$ cat src/inc/frs_pkg.sv
// Shared constants for the floppy result status encoder.
// Assumes one controller clock domain; bytes are read through the data port.
package frs_pkg;
  // Host register offsets
  localparam logic [2:0] FRS_DATA_OFFSET = 3'h5;
  // Status byte 0 field positions
  localparam int FRS_ST0_TERM_HI = 7;
  localparam int FRS_ST0_TERM_LO = 6;
  localparam int FRS_ST0_SEEK = 5;
  localparam int FRS_ST0_TRACK_ZERO_INPUT = 4;
  localparam int FRS_ST0_HEAD = 2;
  localparam int FRS_ST0_DRV_HI = 1;
  // Status byte 1 field positions
  localparam int FRS_ST1_ENDCYL = 7;
  localparam int FRS_ST1_CRC = 5;
  localparam int FRS_ST1_OVR = 4;
  localparam int FRS_ST1_NODATA = 2;
  localparam int FRS_ST1_WPROT = 1;
  localparam int FRS_ST1_MARK = 0;
  // Termination codes
  localparam logic [1:0] FRS_TERM_NORMAL = 2'h0;
  localparam logic [1:0] FRS_TERM_ABNORMAL = 2'h1;
  localparam logic [1:0] FRS_TERM_INVALID = 2'h2;
  localparam logic [1:0] FRS_TERM_POLL = 2'h3;
  // Reset values and limits
  localparam logic [7:0] FRS_BYTE_RESET = 8'h00;
  localparam int FRS_STEP_LIMIT = 80;
  localparam int FRS_INDEX_LIMIT = 2;
  typedef enum logic [3:0] {
    FRS_CMD_READ_DATA = 4'h0, FRS_CMD_READ_DEL = 4'h1, FRS_CMD_WRITE_DATA = 4'h2,
    FRS_CMD_WRITE_DEL = 4'h3, FRS_CMD_READ_TRACK = 4'h4, FRS_CMD_READ_ID = 4'h5,
    FRS_CMD_FORMAT = 4'h6, FRS_CMD_RECAL = 4'h7, FRS_CMD_SEEK = 4'h8,
    FRS_CMD_REL_SEEK = 4'h9, FRS_CMD_OTHER = 4'hF
  } frs_cmd_t;
  // Gray order along idle, execute, first byte, second byte
  typedef enum logic [1:0] {
    FRS_IDLE = 2'h0, FRS_EXEC = 2'h1, FRS_RES0 = 2'h3, FRS_RES1 = 2'h2
  } frs_state_t;
endpackage
$ cat src/core/frs_encoder.sv
// Result status encoder: builds status bytes 0 and 1 and serves them on reads.
// Assumes controller events are single-cycle pulses on mclk; drive pins are async.
//
// Notes on behaviour
// - Result phase returns status bytes in order
// - Termination code 00 on clean completion
// - Code 01 when started but failed
// - Code 10 for an invalid command
// - Code 11 for abort by drive polling
// - Seek done flag after seek commands
// - Track zero fault after 80 recalibrate steps
// - Track zero fault stepping outward past zero
// - Unused status bits always read zero
// - Head address of the reported command
// - Selected drive code in low bits
// - End of track flag, incl. no count
// - CRC fault on ID or data field
// - Overrun or underrun when service late
// - No data when read sector missing
// - No data on failed ID read
// - No data on bad track sequence
// - Write blocked when protect is high while writing
// - Missing mark after two index pulses
// - Missing mark when data mark absent
// - Data register sits at offset five
`timescale 1ns/10ps
module frs_encoder #(
  parameter int STEP_LIMIT = frs_pkg::FRS_STEP_LIMIT
) (
  input wire logic mclk,
  input wire logic resetn,
  input wire logic ce,
  input wire logic cmdStart,
  input wire frs_pkg::frs_cmd_t cmdKind,
  input wire logic headSel,
  input wire logic [1:0] driveSel,
  input wire logic invalidCmd,
  input wire logic pollAbort,
  input wire logic execDone,
  input wire logic stepPulse,
  input wire logic stepOutward,
  input wire logic idMarkFound,
  input wire logic dataMarkMissing,
  input wire logic crcFault,
  input wire logic overrunEvt,
  input wire logic sectorMissing,
  input wire logic idReadFail,
  input wire logic seqFault,
  input wire logic pastLastSector,
  input wire logic endWithoutTc,
  input wire logic trackZeroPin,
  input wire logic indexPin,
  input wire logic writeProtectPin,
  input wire logic resultStart,
  input wire logic [2:0] hostAddr,
  input wire logic hostRd,
  output logic [7:0] hostDout,
  output logic resultPhase,
  output logic [7:0] resultStatusZero,
  output logic [7:0] resultStatusOne
);
  import frs_pkg::*;

  ////////////////////////////////////////////////////////////////////////////
  // Pin synchronisers; logic reads the second stage, plus a third stage for index edges
  logic tzMeta, tzSync, idxMeta, idxSync, idxPrev, wpMeta, wpSync;
  always_ff @(posedge mclk) begin
    if (!resetn) begin
      tzMeta <= 1'b0;
      tzSync <= 1'b0;
      idxMeta <= 1'b0;
      idxSync <= 1'b0;
      idxPrev <= 1'b0;
      wpMeta <= 1'b0;
      wpSync <= 1'b0;
    end else if (ce) begin
      tzMeta <= trackZeroPin;
      tzSync <= tzMeta;
      idxMeta <= indexPin;
      idxSync <= idxMeta;
      idxPrev <= idxSync;
      wpMeta <= writeProtectPin;
      wpSync <= wpMeta;
    end
  end

  ////////////////////////////////////////////////////////////////////////////
  // Command classes
  function automatic logic isSeekCmd(input frs_cmd_t k);
    return (k == FRS_CMD_SEEK) || (k == FRS_CMD_REL_SEEK) || (k == FRS_CMD_RECAL);
  endfunction
  function automatic logic isWriteCmd(input frs_cmd_t k);
    return (k == FRS_CMD_WRITE_DATA) || (k == FRS_CMD_WRITE_DEL) || (k == FRS_CMD_FORMAT);
  endfunction

  ////////////////////////////////////////////////////////////////////////////
  // Phase sequencing and host read port
  frs_state_t state, next_state;
  logic [7:0] next_hostDout;
  logic next_resultPhase;
  logic rdHit;
  assign rdHit = hostRd && (hostAddr == FRS_DATA_OFFSET);
  always_comb begin
    next_state = state;
    next_hostDout = hostDout;
    next_resultPhase = resultPhase;
    if (cmdStart) begin
      next_state = FRS_EXEC;
      next_resultPhase = 1'b0;
    end else begin
      unique case (state)
        FRS_IDLE: next_state = FRS_IDLE;
        FRS_EXEC: begin
          if (resultStart) begin
            next_state = FRS_RES0;
            next_resultPhase = 1'b1;
          end
        end
        FRS_RES0: begin
          if (rdHit) begin
            next_hostDout = resultStatusZero;
            next_state = FRS_RES1;
          end
        end
        FRS_RES1: begin
          if (rdHit) begin
            next_hostDout = resultStatusOne;
            next_state = FRS_IDLE;
            next_resultPhase = 1'b0;
          end
        end
      endcase
    end
  end
  always_ff @(posedge mclk) begin
    if (!resetn) begin
      state <= FRS_IDLE;
      hostDout <= FRS_BYTE_RESET;
      resultPhase <= 1'b0;
    end else if (ce) begin
      state <= next_state;
      hostDout <= next_hostDout;
      resultPhase <= next_resultPhase;
    end
  end

  ////////////////////////////////////////////////////////////////////////////
  // Step and index counters
  logic [6:0] stepCount, next_stepCount;
  logic [1:0] idxCount, next_idxCount;
  logic idxRise, inExec, recalFail, pastZero, idxExhausted;
  assign inExec = (state == FRS_EXEC) && !cmdStart;
  assign idxRise = idxSync && !idxPrev;
  // last allowed step with no track zero
  assign recalFail = inExec && (cmdKind == FRS_CMD_RECAL) && stepPulse && !tzSync
                     && (stepCount == 7'(STEP_LIMIT - 1));
  // outward step already at track zero
  assign pastZero = inExec && (cmdKind == FRS_CMD_REL_SEEK) && stepPulse
                    && stepOutward && tzSync;
  // second index without an ID mark
  assign idxExhausted = inExec && idxRise && !idMarkFound
                        && (idxCount == 2'(FRS_INDEX_LIMIT - 1));
  always_comb begin
    next_stepCount = stepCount;
    next_idxCount = idxCount;
    if (cmdStart) begin
      next_stepCount = 7'h00;
      next_idxCount = 2'h0;
    end else if (inExec) begin
      if (stepPulse && (stepCount != 7'(STEP_LIMIT))) begin
        next_stepCount = stepCount + 7'h01;
      end
      if (idMarkFound) begin
        next_idxCount = 2'h0;
      end else if (idxRise && (idxCount != 2'(FRS_INDEX_LIMIT))) begin
        next_idxCount = idxCount + 2'h1;
      end
    end
  end
  always_ff @(posedge mclk) begin
    if (!resetn) begin
      stepCount <= 7'h00;
      idxCount <= 2'h0;
    end else if (ce) begin
      stepCount <= next_stepCount;
      idxCount <= next_idxCount;
    end
  end

  ////////////////////////////////////////////////////////////////////////////
  // Status flags; the clear wins over a set in the clearing cycle
  logic [1:0] termCode, next_termCode;
  logic seekDone, trkFault, headBit, endCyl, crcBad, ovr, noData, wrBlk, markMiss;
  logic [1:0] drvCode;
  logic next_seekDone, next_trkFault, next_headBit, next_endCyl, next_crcBad;
  logic next_ovr, next_noData, next_wrBlk, next_markMiss;
  logic [1:0] next_drvCode;
  always_comb begin
    next_termCode = cmdStart ? FRS_TERM_NORMAL : termCode;
    next_seekDone = cmdStart ? 1'b0 : seekDone;
    next_trkFault = cmdStart ? 1'b0 : trkFault;
    next_endCyl = cmdStart ? 1'b0 : endCyl;
    next_crcBad = cmdStart ? 1'b0 : crcBad;
    next_ovr = cmdStart ? 1'b0 : ovr;
    next_noData = cmdStart ? 1'b0 : noData;
    next_wrBlk = cmdStart ? 1'b0 : wrBlk;
    next_markMiss = cmdStart ? 1'b0 : markMiss;
    next_headBit = cmdStart ? headSel : headBit;
    next_drvCode = cmdStart ? driveSel : drvCode;
    if (inExec) begin
      next_trkFault = next_trkFault | recalFail | pastZero;
      next_endCyl = next_endCyl | pastLastSector | endWithoutTc;
      next_crcBad = next_crcBad | crcFault;
      next_ovr = next_ovr | overrunEvt;
      next_noData = next_noData | sectorMissing | idReadFail | seqFault;
      next_wrBlk = next_wrBlk | (wpSync && isWriteCmd(cmdKind));
      next_markMiss = next_markMiss | idxExhausted | dataMarkMissing;
      next_seekDone = next_seekDone | (execDone && isSeekCmd(cmdKind));
      if (pollAbort) begin
        next_termCode = FRS_TERM_POLL;
      end else if (invalidCmd) begin
        next_termCode = FRS_TERM_INVALID;
      end else if (execDone && (termCode == FRS_TERM_NORMAL)
                   && (next_trkFault | next_endCyl | next_crcBad | next_ovr
                       | next_noData | next_wrBlk | next_markMiss)) begin
        next_termCode = FRS_TERM_ABNORMAL;
      end
    end
  end
  always_ff @(posedge mclk) begin
    if (!resetn) begin
      termCode <= FRS_TERM_NORMAL;
      {seekDone, trkFault, headBit, endCyl, crcBad} <= 5'h00;
      {ovr, noData, wrBlk, markMiss} <= 4'h0;
      drvCode <= 2'h0;
    end else if (ce) begin
      termCode <= next_termCode;
      seekDone <= next_seekDone;
      trkFault <= next_trkFault;
      headBit <= next_headBit;
      drvCode <= next_drvCode;
      endCyl <= next_endCyl;
      crcBad <= next_crcBad;
      ovr <= next_ovr;
      noData <= next_noData;
      wrBlk <= next_wrBlk;
      markMiss <= next_markMiss;
    end
  end

  assign resultStatusZero = {termCode, seekDone, trkFault, 1'b0, headBit, drvCode};
  assign resultStatusOne = {endCyl, 1'b0, crcBad, ovr, 1'b0, noData, wrBlk, markMiss};
endmodule

$ cat config.mk
export PLATFORM = sky130hd
export DESIGN_NAME = frs_encoder
export DESIGN_NICKNAME = d
export VERILOG_FILES = /design/src/inc/frs_pkg.sv /design/src/core/frs_encoder.sv
export SDC_FILE = /design/constraint.sdc
export NUM_CORES = 1
export LEC_CHECK = 0
export BUFFER_PORTS_ARGS = -buffer_cell sky130_fd_sc_hd__buf_2
export CORE_MARGIN = 2
export CORE_UTILIZATION = 40
export CTS_CLUSTER_DIAMETER = 150
export DETAILED_ROUTE_END_ITERATION = 10
export PLACE_DENSITY_LB_ADDON = 0.12
export SKIP_LAST_GASP = 1
export SYNTH_ARGS = -nofsm -noshare
export SYNTH_HDL_FRONTEND = slang
export SYNTH_SLANG_ARGS = --single-unit
$ cat constraint.sdc
create_clock -name mclk -period 2.7 [get_ports mclk]
set_input_delay 0.135 -clock mclk [delete_from_list [all_inputs] [get_ports mclk]]
set_output_delay 0.135 -clock mclk [all_outputs]
set_load 0.05 [all_outputs]
# --- After elaboration in Yosys (flattened, before gate mapping) ---
# Cells that the tools add are included.
classes:
  mux: 40
  addsub: 2
  n_bitwise: 20
  n_eq_ne: 19
  multipliers: 0
  n_reduce_logical: 41
  n_div: 0
  n_shift: 0
  n_lt_le_gt_ge: 0
op_table:
  columns: ["operator", "n"]
  rows:
  - ["$mux 2", 13]
  - ["$mux 7", 3]
  - ["$logic_and 1x1->1", 20]
  - ["$mux 1", 19]
  - ["$or 1x1->1", 19]
  - ["$mux 8", 2]
  - ["$pmux 8 s2", 1]
  - ["$ne 3x3->1 const B", 3]
  - ["$eq 4x2->1 const B", 2]
  - ["$eq 4x3->1 const B", 2]
  - ["$eq 4x4->1 const B", 2]
  - ["$pmux 2 s4", 1]
  - ["$reduce_and 4->1", 2]
  - ["$add 7x1->7 const B", 1]
  - ["$eq 7x7->1 const B", 1]
  - ["$ne 7x7->1 const B", 1]
  - ["$ne 2x2->1 const B", 3]
  - ["$reduce_and 3->1", 2]
  - ["$reduce_bool 2->1", 3]
  - ["$reduce_bool 3->1", 2]
  - ["$reduce_and 5->1", 1]
  - ["$eq 2x1->1 const B", 2]
  - ["$eq 2x2->1 const B", 2]
  - ["$logic_not 1->1", 4]
  - ["other kinds (7)", 11]
totals:
  ram_bits: 0
  inputBits: 33
  latchBits: 0
  wordCells: 145
  mem_count: 0
  rom_bits: 0
  regBits: 40

# --- Longest topological paths before layout ---
depth:
  depth_word: 19
  depth_mapped: 7
  mapped_depth_nobuf: 7

# --- Worst setup path after synthesis ---
# Ideal clock, no wire load.
synth_path:
  path_kind: "register -> register"
  startpoint: "reg idxCount[0]"
  endpoint: "reg idxCount[0]"
  required_time_ns: 2.630
  n_path_buf: 0
  slack_ns: 1.109
  path_stages_with_launch: 8
  arrival_time_ns: 1.521
  setup_ns: 0.070
  period_less_slack_ns: 1.591
  path_cell_list: "dfxtp_1 -> inv_1 -> ha_1 -> nor3b_1 -> nor3_1 -> or2_4 -> or4_1 -> a21boi_1"
synth_between:
  elab_chain_cells: 5
  elab_cells_between_ends: 9
  classes_between: "1 x add/sub; 1 x eq/ne; 4 x mux; 3 x reduce/logical"
synth_lines:
  columns: ["item", "line", "rtl"]
  rows:
  - ["start, declared", "frs_encoder.sv:150", "logic [1:0] idxCount, next_idxCount;"]
  - ["start signal, assigned", "frs_encoder.sv:186", "idxCount <= next_idxCount;"]
  - ["$add 2x1->2", "frs_encoder.sv:176", "next_idxCount = idxCount + 2'h1;"]
  - ["$mux 2", "frs_encoder.sv:175", "end else if (idxRise && (idxCount != 2'(FRS_INDEX_LIMIT))) begin"]
  - ["$mux 2", "frs_encoder.sv:173", "if (idMarkFound) begin"]
  - ["$mux 2", "frs_encoder.sv:169", "end else if (inExec) begin"]
  - ["$mux 2", "frs_encoder.sv:166", "if (cmdStart) begin"]
# Parallel ways exist; a longest one is shown, timed or not. The select of a mux whose other input is x is not followed.
# A chain may end at the register's enable or synchronous reset.

# --- Worst setup path in the final report ---
layout_path:
  startpoint: "reg idxCount[0]"
  endpoint: "reg idxCount[1]"
# Same word-level chain as after synthesis.

==> key figures <==
Synthesis
  – Largest family of logic cells by synthesized area: simple AND/OR/NAND/NOR gates
  – EDFF count, synth: 0
  – Area leader, netlist: dfxtp_1
  – Ys flop type: dfxtp_1
  – Synthesized area: 0.00201 mm^2
  – Seq cells post-synth: 39
  – Yosys cell types: 50
  – Top-count cell post-synth: dfxtp_1
  – Ys async rst share: 0%
  – Cell count after synthesis: 227
  – Yosys warnings: 0
  – Post-Syn Area per Cell: 8.84 um^2
  – Seq/Total Area, Yosys: 38.9%
  – Commonest cells in the synthesized netlist: dfxtp_1, nand2_1, mux2i_1, buf_4
  – Yosys top cell area share: 38.9%
  – Largest cells by area after synthesis: dfxtp_1, mux2i_1, nand2_1, buf_4, o211a_1
  – Synth Area in XOR/XNOR: 0%
  – Synth Area in Adders: 2.50%
  – Synth Area in Compound Gates: 16.4%
  – Post-synthesis mux area share: 7.99%
  – Simple-gate area share of the yosys netlist: 25.6%

Worst setup path
  – Arrival @ worst endpoint: 1.95 ns
  – Startpoint Class: register
  – CP startpoint: idxCount[0]
  – R2R Path Start: idxCount[0]
  – WP data required: 2.93 ns
  – Setup Crit Path Kind: register to register
  – Crit path capture type: register
  – Crit path max fanout: 4

Timing
  – Fmax: 0.581 GHz
  – Setup repair after global routing missed its margin: no
  – Final Max Tran Viols: 0
  – Minimum clock period: 1.72 ns
  – Setup violators final: 0
  – Least-Margin Pin Slew: 0.591 ns
  – Final Cycle Share: 63.7%
  – Setup TNS: 0 ns
  – Clock Skews: 0.00482 ns
  – Final hold vios: 0
  – Worst slew margin: 60.6%

Clock tree
  – PostCTS Resize Cnt: 0
  – CTS tree: done
  – Clk Tree Root Cell: clkbuf_8
  – Longest Clk Path Bufs: 2
  – Post-CTS Setup Repair Bufs: 0
  – Hold-fix buffers, CTS: 0
  – Inserted Clock Buffers: 5
  – Clock slew seen by the registers of the worst setup and hold paths: 0.08 ns
  – H-tree depth: 2
  – CTS sink cnt: 39
  – Worst skew pair latency: 0.29 ns

Min path
  – Type of the most critical hold path: input port to register
  – Startpoint of the worst hold path: writeProtectPin

Detailed routing
  – Wire per inst: 13.6 um
  – First DRT Iteration DRCs: 97
  – M1 WL: 2.21 mm
  – First-pass iteration count of the detailed router: 4
  – Top Metal Used: met4
  – WL final: 4.56 mm
  – Final ANT Viol Nets: 0
  – WL met3: 207 um
  – Routed vias/inst: 5.06
  – # DRC: 0
  – Met2 WL: 2.08 mm
  – Vias: 1700

Placement
  – Post-DP HPWL: 3.43 mm
  – Gp weighted congestion: 0.708
  – # port buffers: 53

Power
  – Switching Fraction: 27.7%
  – Share of total power in combinational logic: 12.8%
  – PwrDens: 487 mW/mm^2
  – Reg power frac: 53.0%
  – Peak VDD IR: 0.223 mV
  – Internal: 0.815 mW
  – Clk pwr share: 34.2%
  – NetSw: 0.313 mW
  – Static leakage: 1.08 nW

Layout
  – Layout cells sized above 1: 26.0%
  – Area grow syn2layout: 15.4%
  – # fillers: 491
  – Diode count: 0
  – Multi-input logic area: 0.00107 mm^2
  – Final #Nets: 305
  – Final Core Density: 48.4%
  – FF/Latch Area: 781 um^2

Floorplanning
  – Initial core utilization: 41.9%
  – Full die area: 0.00560 mm^2
  – # rows: 25
  – Die Y: 74.8 um
  – Core region area: 0.00479 mm^2
  – Num ports: 58
  – Die extent in x: 74.8 um

Outcome
  – Status: finished clean

Flow run
  – Max-cap violations: 0

Global routing
  – GR Util All Layers: 17.5%
  – Remaining global-route overflow: 0
  – Vias in the first global route: 1516
  – Largest net degree at the start of global routing: 32
  – First-pass GRT wire length: 7.44 mm
  – Initial antenna violation count: 0
-- placed cells by master, fill, tap and decap left out, drive strengths merged, types with 3 or more instances in the layout --
cell	netlist	final
ha	4	4
o21ai	8	8
clkbuf	5	5
o211a	6	6
nor2b	8	8
buf	18	54
a21boi	8	8
mux2i	16	16
nand2	34	34
nor3	3	3
clkinv	0	3
inv	7	7
nand4b	5	5
a22oi	3	3
and2	3	3
dfxtp	39	39
conb	1	4
nor4	3	3
nor2	9	9
nand4	4	4
a21oi	6	6
nand3	8	8
nand2b	4	4
-- sequential cells by signal, summed over array words and instances, names as in the netlist, 2 cells and up --
signal,cells
stepCount,7
hostDout,7
drvCode,2
state,2
idxCount,2
termCode,2
-- stage by stage --
| step | worst slack (ns) | cells | area (um^2) | total power, mW | hold slack [ns] |
|---|---|---|---|---|---|
| 2_1_floorplan | 1.11 | 230 | 2020 | 0.714 | 0.289 |
| 3_3_place_gp | 0.957 | 328 | 2230 | 0.757 | 0.391 |
| 3_5_place_dp | 0.894 | 328 | 2230 | 0.757 | 0.398 |
| 4_1_cts | 0.974 | 336 | 2310 | 1.14 | 0.0955 |
| 5_1_grt | 0.844 | 336 | 2310 | 1.18 | 0.105 |
| 6_report | 0.980 | 336 | 2310 | 1.13 | 0.0970 |
-- cell type report --
| type | instances | share of cell area, % |
|---|---|---|
| Clock buffer | 5 | 2.97 |
| Clock inverter | 3 | 0.649 |
| Inverter | 7 | 1.14 |
| Multi-Input combinational cell | 161 | 46.1 |
| Sequential cell | 39 | 33.7 |
| Tap cell | 67 | 3.62 |
| Timing Repair Buffer | 54 | 11.8 |
-- critical path, cell delays in order, from the launching register on --
cell and delay (ns):
dfxtp_1 0.37, inv_1 0.06, ha_1 0.18, nor3b_1 0.18, nor3_1 0.06, or2_4 0.25
or4_1 0.40, a21boi_1 0.15
-- power by group through the flow --
stage,sequential [mW],clock [mW],combinational (mW)
6_report,0.598,0.386,0.145
5_1_grt,0.600,0.422,0.159
4_1_cts,0.598,0.396,0.146
3_3_place_gp,0.611,0,0.146
2_1_floorplan,0.618,0,0.0960
3_5_place_dp,0.611,0,0.146
-- path summary, 6_finish.rpt --
| path | endpoint | slack (ns) | cells after the start |
|---|---|---|---|
| worst max-delay path | idxCount[1] | 0.98 | 7 |
| worst max register to register | idxCount[1] | 0.98 | 7 |
| worst min-delay path | wpMeta | 0.1 | 3 |
| worst min register to register | resultPhase | 0.46 | 2 |
-- routing by layer --
metal	track usage [%]	vias up
met2	27.6	45
li1	-	878
met4	5.36	0
met5	0	-
met3	5.09	6
met1	23.1	771
-- cells by family after synthesis --
logic type / Yosys count
AOI/OAI and AO/OA: 42
adders and majority gates: 4
buffers and inverters: 30
DFF: 39
muxes: 16
other: 1
and+or+nand+nor: 95
Note: power is estimated with default switching activity, not from simulation.
